## config.mk

```make
export PLATFORM = sky130hd
export DESIGN_NAME = stc_timer
export DESIGN_NICKNAME = d
export VERILOG_FILES = /design/src/logic/stc_pkg.sv /design/src/logic/stc_timer.sv
export VERILOG_INCLUDE_DIRS = /design/src /design/src/logic
export SDC_FILE = /design/constraint.sdc
export NUM_CORES = 1
export LEC_CHECK = 0
export BUFFER_PORTS_ARGS = -buffer_cell sky130_fd_sc_hd__buf_2
export CAP_MARGIN = 20
export CORE_MARGIN = 10
export CORE_UTILIZATION = 63
export DETAILED_ROUTE_END_ITERATION = 8
export PLACE_DENSITY = 0.82
export SLEW_MARGIN = 20
export SYNTH_ARGS = -nofsm -noshare
export SYNTH_HDL_FRONTEND = slang
export SYNTH_SLANG_ARGS = --single-unit
```

## constraint.sdc

```tcl
create_clock -name i_clk -period 4.11 [get_ports i_clk]
set_clock_uncertainty 0.15 [all_clocks]
set_input_delay 0.6165 -clock i_clk [delete_from_list [all_inputs] [get_ports i_clk]]
set_output_delay 0.6165 -clock i_clk [all_outputs]
set_load 0.1 [all_outputs]
```

## src/logic/stc_regs.svh

```systemverilog
// Register offsets, field positions and reset values of the 16-bit timer
`ifndef STC_REGS_SVH
`define STC_REGS_SVH

// ----------------------------------------------------------------
// Register offsets (8-bit I/O space)
// ----------------------------------------------------------------
`define STC_ADDR_MASK       8'h6f
`define STC_ADDR_FLAGS      8'h36
`define STC_ADDR_CONTROL    8'h81
`define STC_ADDR_COUNT_LO   8'h84
`define STC_ADDR_COUNT_HI   8'h85
`define STC_ADDR_CMP_LO     8'h88
`define STC_ADDR_CMP_HI     8'h89

// ----------------------------------------------------------------
// Field positions
// ----------------------------------------------------------------
`define STC_CTL_CS_LSB      0
`define STC_CTL_CS_MSB      2
`define STC_CTL_CLR_BIT     3
`define STC_FLG_OVF_BIT     0
`define STC_FLG_CMP_BIT     1

// ----------------------------------------------------------------
// Reset values
// ----------------------------------------------------------------
`define STC_RST_BYTE        8'h00
`define STC_RST_WORD        16'h0000
`define STC_COUNT_MAX       16'hffff

`endif

```

## src/logic/stc_pkg.sv

```systemverilog
// Types shared by the 16-bit timer
package stc_pkg;

    // ----------------------------------------------------------------
    // Clock select codes
    // ----------------------------------------------------------------
    typedef enum logic [2:0] {
        STC_CS_STOP  = 3'h0,
        STC_CS_DIV1  = 3'h1,
        STC_CS_DIV8  = 3'h2,
        STC_CS_DIV32 = 3'h3,
        STC_CS_DIV64 = 3'h4,
        STC_CS_DIV128 = 3'h5,
        STC_CS_DIV256 = 3'h6,
        STC_CS_DIV1024 = 3'h7
    } stc_cs_t;

    // ----------------------------------------------------------------
    // Prescaler tap pulses, one I/O clock wide each
    // ----------------------------------------------------------------
    typedef struct packed {
        logic div1024;
        logic div256;
        logic div128;
        logic div64;
        logic div32;
        logic div8;
    } stc_taps_t;

    // ----------------------------------------------------------------
    // Register access strobe bundle
    // ----------------------------------------------------------------
    typedef struct packed {
        logic [7:0] addr;
        logic       rd;
        logic       wr;
        logic [7:0] wdata;
    } stc_bus_t;

endpackage : stc_pkg

```

## src/logic/stc_timer.sv

```systemverilog
// 16-bit timer with one compare channel and shared high-byte holding register
`timescale 1ns/10ps
`include "stc_regs.svh"

module stc_timer
(
    // Clock and reset
    input  wire logic              i_clk,
    input  wire logic              i_rst_n,
    // Register access
    input  wire stc_pkg::stc_bus_t i_bus,
    output logic [7:0]             o_rdata,
    // Prescaler taps and interrupt system
    input  wire stc_pkg::stc_taps_t i_taps,
    input  wire logic              i_global_irq_en,
    input  wire logic              i_cmp_vector_ack,
    input  wire logic              i_ovf_vector_ack,
    // Interrupt requests
    output logic                   o_cmp_irq,
    output logic                   o_ovf_irq
);

    // ----------------------------------------------------------------
    // State
    // ----------------------------------------------------------------
    logic [7:0]  hold_r;
    logic [15:0] count_r;
    logic [15:0] compare_r;
    logic [3:0]  control_r;
    logic [1:0]  mask_r;
    logic        cmp_flag_r;
    logic        ovf_flag_r;
    logic        block_r;
    logic [7:0]  rdata_r;

    // ----------------------------------------------------------------
    // Decode
    // ----------------------------------------------------------------
    wire logic wr_count_lo = i_bus.wr && (i_bus.addr == `STC_ADDR_COUNT_LO);
    wire logic rd_count_lo = i_bus.rd && (i_bus.addr == `STC_ADDR_COUNT_LO);
    wire logic wr_cmp_lo   = i_bus.wr && (i_bus.addr == `STC_ADDR_CMP_LO);
    // Both upper-byte locations write the single holding register
    wire logic wr_hold     = i_bus.wr && ((i_bus.addr == `STC_ADDR_COUNT_HI) ||
                                          (i_bus.addr == `STC_ADDR_CMP_HI));
    wire logic wr_ctl      = i_bus.wr && (i_bus.addr == `STC_ADDR_CONTROL);
    wire logic wr_mask     = i_bus.wr && (i_bus.addr == `STC_ADDR_MASK);
    wire logic wr_flags    = i_bus.wr && (i_bus.addr == `STC_ADDR_FLAGS);

    // ----------------------------------------------------------------
    // Count source and counter datapath
    // ----------------------------------------------------------------
    wire stc_pkg::stc_cs_t cs = stc_pkg::stc_cs_t'(control_r[`STC_CTL_CS_MSB:`STC_CTL_CS_LSB]);
    logic tick;

    always_comb
    begin
        unique case (cs)
            stc_pkg::STC_CS_STOP:    tick = 1'b0;
            stc_pkg::STC_CS_DIV1:    tick = 1'b1;
            stc_pkg::STC_CS_DIV8:    tick = i_taps.div8;
            stc_pkg::STC_CS_DIV32:   tick = i_taps.div32;
            stc_pkg::STC_CS_DIV64:   tick = i_taps.div64;
            stc_pkg::STC_CS_DIV128:  tick = i_taps.div128;
            stc_pkg::STC_CS_DIV256:  tick = i_taps.div256;
            stc_pkg::STC_CS_DIV1024: tick = i_taps.div1024;
        endcase
    end

    wire logic        match     = (count_r == compare_r);
    // A count write blocks the match seen at the next tick, so the flag stays quiet
    wire logic        cmp_event = tick && match && !block_r;
    wire logic        do_clear  = cmp_event && control_r[`STC_CTL_CLR_BIT];
    // A count write in the same cycle replaces the wrap, so no overflow either
    wire logic        ovf_event = tick && !do_clear && !wr_count_lo &&
                                  (count_r == `STC_COUNT_MAX);
    wire logic [15:0] count_inc = count_r + 16'h0001;
    wire logic [15:0] count_nxt = wr_count_lo ? {hold_r, i_bus.wdata} :
                                  do_clear    ? `STC_RST_WORD :
                                  tick        ? count_inc : count_r;

    // Block stays armed until a tick consumes it, even while stopped
    wire logic block_nxt = wr_count_lo ? 1'b1 : (tick ? 1'b0 : block_r);

    // Hardware set wins over software or vector clear
    wire logic cmp_clr      = i_cmp_vector_ack || (wr_flags && i_bus.wdata[`STC_FLG_CMP_BIT]);
    wire logic ovf_clr      = i_ovf_vector_ack || (wr_flags && i_bus.wdata[`STC_FLG_OVF_BIT]);
    wire logic cmp_flag_nxt = cmp_event || (cmp_flag_r && !cmp_clr);
    wire logic ovf_flag_nxt = ovf_event || (ovf_flag_r && !ovf_clr);

    // Holding register: written upper byte, or snapshot on low count read
    wire logic [7:0] hold_nxt = wr_hold     ? i_bus.wdata :
                                rd_count_lo ? count_r[15:8] : hold_r;

    // ----------------------------------------------------------------
    // Read mux
    // ----------------------------------------------------------------
    logic [7:0] rdata_nxt;

    always_comb
    begin
        unique case (i_bus.addr)
            `STC_ADDR_COUNT_LO: rdata_nxt = count_r[7:0];
            `STC_ADDR_COUNT_HI: rdata_nxt = hold_r;
            `STC_ADDR_CMP_LO:   rdata_nxt = compare_r[7:0];
            `STC_ADDR_CMP_HI:   rdata_nxt = compare_r[15:8];
            `STC_ADDR_CONTROL:  rdata_nxt = {4'h0, control_r};
            `STC_ADDR_MASK:     rdata_nxt = {6'h00, mask_r};
            `STC_ADDR_FLAGS:    rdata_nxt = {6'h00, cmp_flag_r, ovf_flag_r};
            default:            rdata_nxt = `STC_RST_BYTE;
        endcase
    end

    // ----------------------------------------------------------------
    // Registers
    // ----------------------------------------------------------------
    always_ff @(posedge i_clk or negedge i_rst_n)
    begin
        if (!i_rst_n)
        begin
            hold_r     <= `STC_RST_BYTE;
            count_r    <= `STC_RST_WORD;
            compare_r  <= `STC_RST_WORD;
            control_r  <= 4'h0;
            mask_r     <= 2'h0;
            cmp_flag_r <= 1'b0;
            ovf_flag_r <= 1'b0;
            block_r    <= 1'b0;
            rdata_r    <= `STC_RST_BYTE;
        end
        else
        begin
            hold_r     <= hold_nxt;
            count_r    <= count_nxt;
            block_r    <= block_nxt;
            cmp_flag_r <= cmp_flag_nxt;
            ovf_flag_r <= ovf_flag_nxt;
            if (i_bus.rd)
                rdata_r <= rdata_nxt;
            if (wr_cmp_lo)
                compare_r <= {hold_r, i_bus.wdata};
            if (wr_ctl)
                control_r <= i_bus.wdata[3:0];
            if (wr_mask)
                mask_r <= i_bus.wdata[1:0];
        end
    end

    // ----------------------------------------------------------------
    // Outputs
    // ----------------------------------------------------------------
    assign o_rdata   = rdata_r;
    assign o_cmp_irq = mask_r[`STC_FLG_CMP_BIT] && i_global_irq_en && cmp_flag_r;
    assign o_ovf_irq = mask_r[`STC_FLG_OVF_BIT] && i_global_irq_en && ovf_flag_r;

endmodule : stc_timer

```

After elaboration in Yosys (flattened, before gate mapping)
Index checks and enable logic that the tools add are counted.
{ "word_totals": {"inputBits": 29, "register_bits": 57, "word_cells": 70, "output_inout_bits": 10} }
{ "op_classes": {"n_reduce_logical": 35, "n_eq_ne": 16, "addsub": 1, "n_mux": 9} }
{ "ops": {"columns": ["operator", "count"], "rows": [
  ["8-bit case mux with 7 select lines", 1],
  ["16-bit two-way mux", 3],
  ["8-bit equality test (second input constant)", 5],
  ["1-bit logical AND", 21],
  ["16-bit by 1-bit adder with 16-bit output (second input constant)", 1],
  ["16-bit equality test", 1],
  ["16-bit equality test (second input constant)", 1],
  ["8-bit two-way mux", 2],
  ["3-bit equality test (second input constant)", 4],
  ["8-bit by 6-bit equality test with 1-bit output (second input constant)", 1],
  ["8-bit by 7-bit equality test with 1-bit output (second input constant)", 1],
  ["1-bit case mux with 8 select lines", 1],
  ["3-bit by 2-bit equality test with 1-bit output (second input constant)", 2],
  ["1-bit logical NOT", 5],
  ["1-bit logical OR", 5],
  ["2-bit nonzero test", 2],
  ["3-bit by 1-bit equality test with 1-bit output (second input constant)", 1],
  ["3-bit logical NOT", 1],
  ["3-bit nonzero test", 1],
  ["1-bit two-way mux", 2]
]} }

Depth between registers and ports, before layout
{ "logic_depth": {"ltp_word": 10, "ltp_mapped": 8, "ltp_nobuf": 7} }

Least setup slack after synthesis
OpenSTA, ideal clock, no wires.
{ "synth_timing": {"path_type": "input to register", "startpoint": "input port i_bus[10] (netlist name)", "endpoint": "register count_r[5]", "arrival_ps": 2160, "path_stages": 8, "setup_time_ps": 127, "setup_slack_ps": 1673, "required_ps": 3833, "path_buffers": 2, "cell_sequence": "buf_6 or4b_4 nor4_4 nand2_2 buf_6 and3_1 o21ai_1 nand3_1"} }
{ "synth_between": {"elab_chain_len": 3, "elab_cells_between_ends": 4, "classes_between": "eq/ne: 1; mux: 1; reduce/logical: 2"} }
{ "synth_rtl": {"columns": ["element", "line_no", "text"], "rows": [
  ["start, declared", "stc_timer.sv:11", "input wire stc_pkg::stc_bus_t i_bus,"],
  ["8-bit equality test (*)", null, null],
  ["1-bit logical AND (*)", "stc_timer.sv:39", "wire logic wr_count_lo = i_bus.wr && (i_bus.addr == `STC_ADDR_COUNT_LO);"],
  ["3-bit nonzero test (no line) / 16-bit two-way mux (equally long branches)", null, null],
  ["end signal, assigned", "stc_timer.sv:121", "count_r <= `STC_RST_WORD;"],
  ["end signal, assigned", "stc_timer.sv:133", "count_r <= count_nxt;"],
  ["end, declared", "stc_timer.sv:27", "logic [15:0] count_r;"]
]} }
Mark *: on every way between the ends. The rest lies on a longest branch, timed or not.
A chain may end at the register's enable or synchronous reset.

Worst setup path in the final report
{ "layout_timing": {"startpoint": "register count_r[11]", "endpoint": "register count_r[9]"} }
{ "layout_between": {"elab_chain_len": 6, "elab_cells_between_ends": 7, "classes_between": "eq/ne: 1; mux: 2; reduce/logical: 4"} }
{ "layout_rtl": {"columns": ["element", "line_no", "text"], "rows": [
  ["16-bit equality test (*)", "stc_timer.sv:69", "wire logic match = (count_r == compare_r);"],
  ["1-bit logical AND (*) (2 in series)", "stc_timer.sv:71", "wire logic cmp_event = tick && match && !block_r;"],
  ["1-bit logical AND (*)", "stc_timer.sv:72", "wire logic do_clear = cmp_event && control_r[`STC_CTL_CLR_BIT];"],
  ["16-bit two-way mux", "stc_timer.sv:78", "do_clear ? `STC_RST_WORD :"],
  ["16-bit two-way mux", "stc_timer.sv:77", "wire logic [15:0] count_nxt = wr_count_lo ? {hold_r, i_bus.wdata} :"]
]} }
Marks and branches as above.

==> results.cfg <==
[clock_tree]
cts-resized-gates = 0
htreeDepth = 3
cts_tree = built
cts_buffers = 9
root_buffer = clkbuf_8
worstSkewPairLatency_ns = 0.35
cts.sinks = 57
cts_setup_buffers = 0
clk_pin_slew_worst_paths_ns = 0.07
hold_buffers = 0
clockBufferDepth = 2

[timing]
maxSlewHeadroom_pct = 45.2
setup_viol = 0
rsz0062_at_grt = false
slew_viol_final = 0
tns_ns = 0
fin_hold_ws_ns = 0.206
fin_crit_ns = 2.66
fmax_mhz = 376
hold_viol = 0
fin_crit_sh_pct = 64.7
tightest_slew_ns = 0.822

[placed_design]
place_hpwl_mm = 6.76
numPortBuffers = 38
gp_congestion = 0.939

[synthesis]
ys_seq_area_share_pct = 40.9
synth_top_area_share_pct = 40.9
syn-cell-area_sq_um = 3490
synth.distinct_cells = 58
yosys.cell_count.top_type = dfrtp_1
synth-main-ff-cell = dfrtp_1
yosysTopAreaCell = dfrtp_1
synth_enable_flop_cells = 0
yosys_warnings = 0
syn_avg_cell_area_sq_um = 9.53
syn-num-nets = 396
netlist_instances = 366
yosys_register_bits = 57
synth.top_cells.by_area = dfrtp_1 41%, mux2_2 7.7%, nand2_1 4.7%
synth_commonest_cells = 57 x dfrtp_1, 44 x nand2_1, 24 x mux2_2
synth-async-reset-ratio_pct = 100

[layout]
seq_area_sq_um = 1430
layout-drive-gt1-share_pct = 26.1
num_antenna_cells = 0
nets = 423
fill_cells = 433
multi_input_area_sq_um = 1850
area_growth_pct = 10.3

[route]
num_vias = 3076
drt-wirelength-per-cell_um = 20.1
wl_mm = 9.43
dr.pass1.iters = 5
drt_iter0_drc = 282
ant_nets = 0
route.detailed.drc = 0
vias_per_cell = 6.54

[grt]
grt_pass1_wl_mm = 15.2
grt-ovfl-total = 0
grt_pass1_vias = 2960
antenna_found_initial = 0
grt_use_total_pct = 21.9
grt_max_degree = 37

[setup_path]
critical-path-slowest-cell = dfrtp_1
arrival_ns = 2.75
r2r_slack_ns = 1.45
crit_fanout = 12
critPathLaunchType = flip-flop
endpoint_kind = flip-flop
crit_chain = xor2_1, a2111o_1, a2111oi_2, nand3_1, a21boi_1, o22a_1
crit_required_ns = 4.20
cpPeakStageDelay_ns = 0.48
path_class = reg2reg

[hold_path]
min_path_type = in2async

[die]
io-pin-count = 39
dieWidth_um = 94.4
die_y_um = 94.4
initial_core_util_pct = 64.1
die_area_sq_um = 8910
rows = 27
coreArea_sq_um = 5440

[run]
drv_cap = 0

[power_and_ir_drop]
leakage_uw = 0.00170
worst_ir_drop_vdd_mv = 0.309
powerDensity_nw_per_um2 = 413

[status]
outcome = finished clean
cell families after synthesis:
group / count (synthesis) / synth area share, %
simple gates: 151 / 23.7
compound gates: 80 / 16.8
flops: 57 / 40.9
buf+inv: 37 / 6.42
mux: 26 / 8.32
xor+xnor: 14 / 3.52
fa+ha+maj: 1 / 0.359
per-layer routing:
layer  GRT usage, %  share of wire (%)  up-vias
met1           28.8                 41     1496
met5              0                  0        -
met2           34.3                 48      151
li1               -                  -     1406
met3           4.84                8.4       23
met4           8.99                2.0        0
path summary, 6_finish.rpt:
path,from,endpoint,cells after the start
hold reg to reg,block_r,block_r,2
max in group asynchronous,i_rst_n,count_r[2],2
setup / recovery,count_r[11],count_r[9],6
min in group i_clk,block_r,block_r,2
hold / removal,i_rst_n,compare_r[15],1
setup reg to reg,count_r[11],count_r[9],6
cell type report:
| class | instances | area share (%) |
|---|---|---|
| inverter | 12 | 1.17 |
| clock buffer | 11 | 3.93 |
| clock inverter | 5 | 2.02 |
| tap | 72 | 2.34 |
| multi-input combinational | 272 | 48.0 |
| timing repair buffer | 41 | 5.53 |
| sequential | 57 | 37.1 |
cell usage in the layout (no fill, tap or decap), drive strengths merged, types with 3 or more instances in the layout:
master  count
or4         3
nor4        8
a22oi      15
a21oi      15
a221oi      5
nand3      23
xnor2      11
nor2       20
and4        5
and2        3
nand4       7
nor3b       3
o21ai      18
and3        9
xor2        3
a222oi      4
nand2      46
nand2b      4
dfrtp      57
or3         3
o22ai       7
a22o        4
buf        41
nor3        3
mux2       24
nand3b      4
clkbuf     11
inv        12
nor2b       3
power breakdown:
| part | leakage, uW | switching (uW) | total [uW] | internal (uW) |
|---|---|---|---|---|
| logic | 0.000872 | 163 | 298 | 135 |
| registers | 0.000714 | 75.0 | 675 | 600 |
| clock network | 0.000115 | 244 | 616 | 372 |
| total | 0.00170 | 482 | 1590 | 1110 |
registers in the layout, indices dropped and copies added (netlist names):
name        flops
hold_r          8
cmp_flag_r      1
count_r        16
block_r         1
compare_r      16
ovf_flag_r      1
control_r       4
mask_r          2
o_rdata         8
worst max-delay path: cells and delay by family (launching register included):
kind,cells,cell delay (ns)
flip-flops,1,0.48
AO/OA/AOI/OAI,4,1.27
AND/OR/NAND/NOR,1,0.46
XOR/XNOR,1,0.19
metrics by stage:
stage	std cells	worst slack, ns	instance area [sq um]	utilization (%)	power, uW
finish	470	1.45	3850	70.8	1590
global route	470	1.28	3850	70.8	1650
CTS	470	1.48	3850	70.8	1580
detailed placement	454	1.36	3620	66.6	976
global placement	454	1.40	3620	66.6	961
floorplan	366	1.67	3490	-	885
No activity file was read; power rests on OpenSTA's default activity.
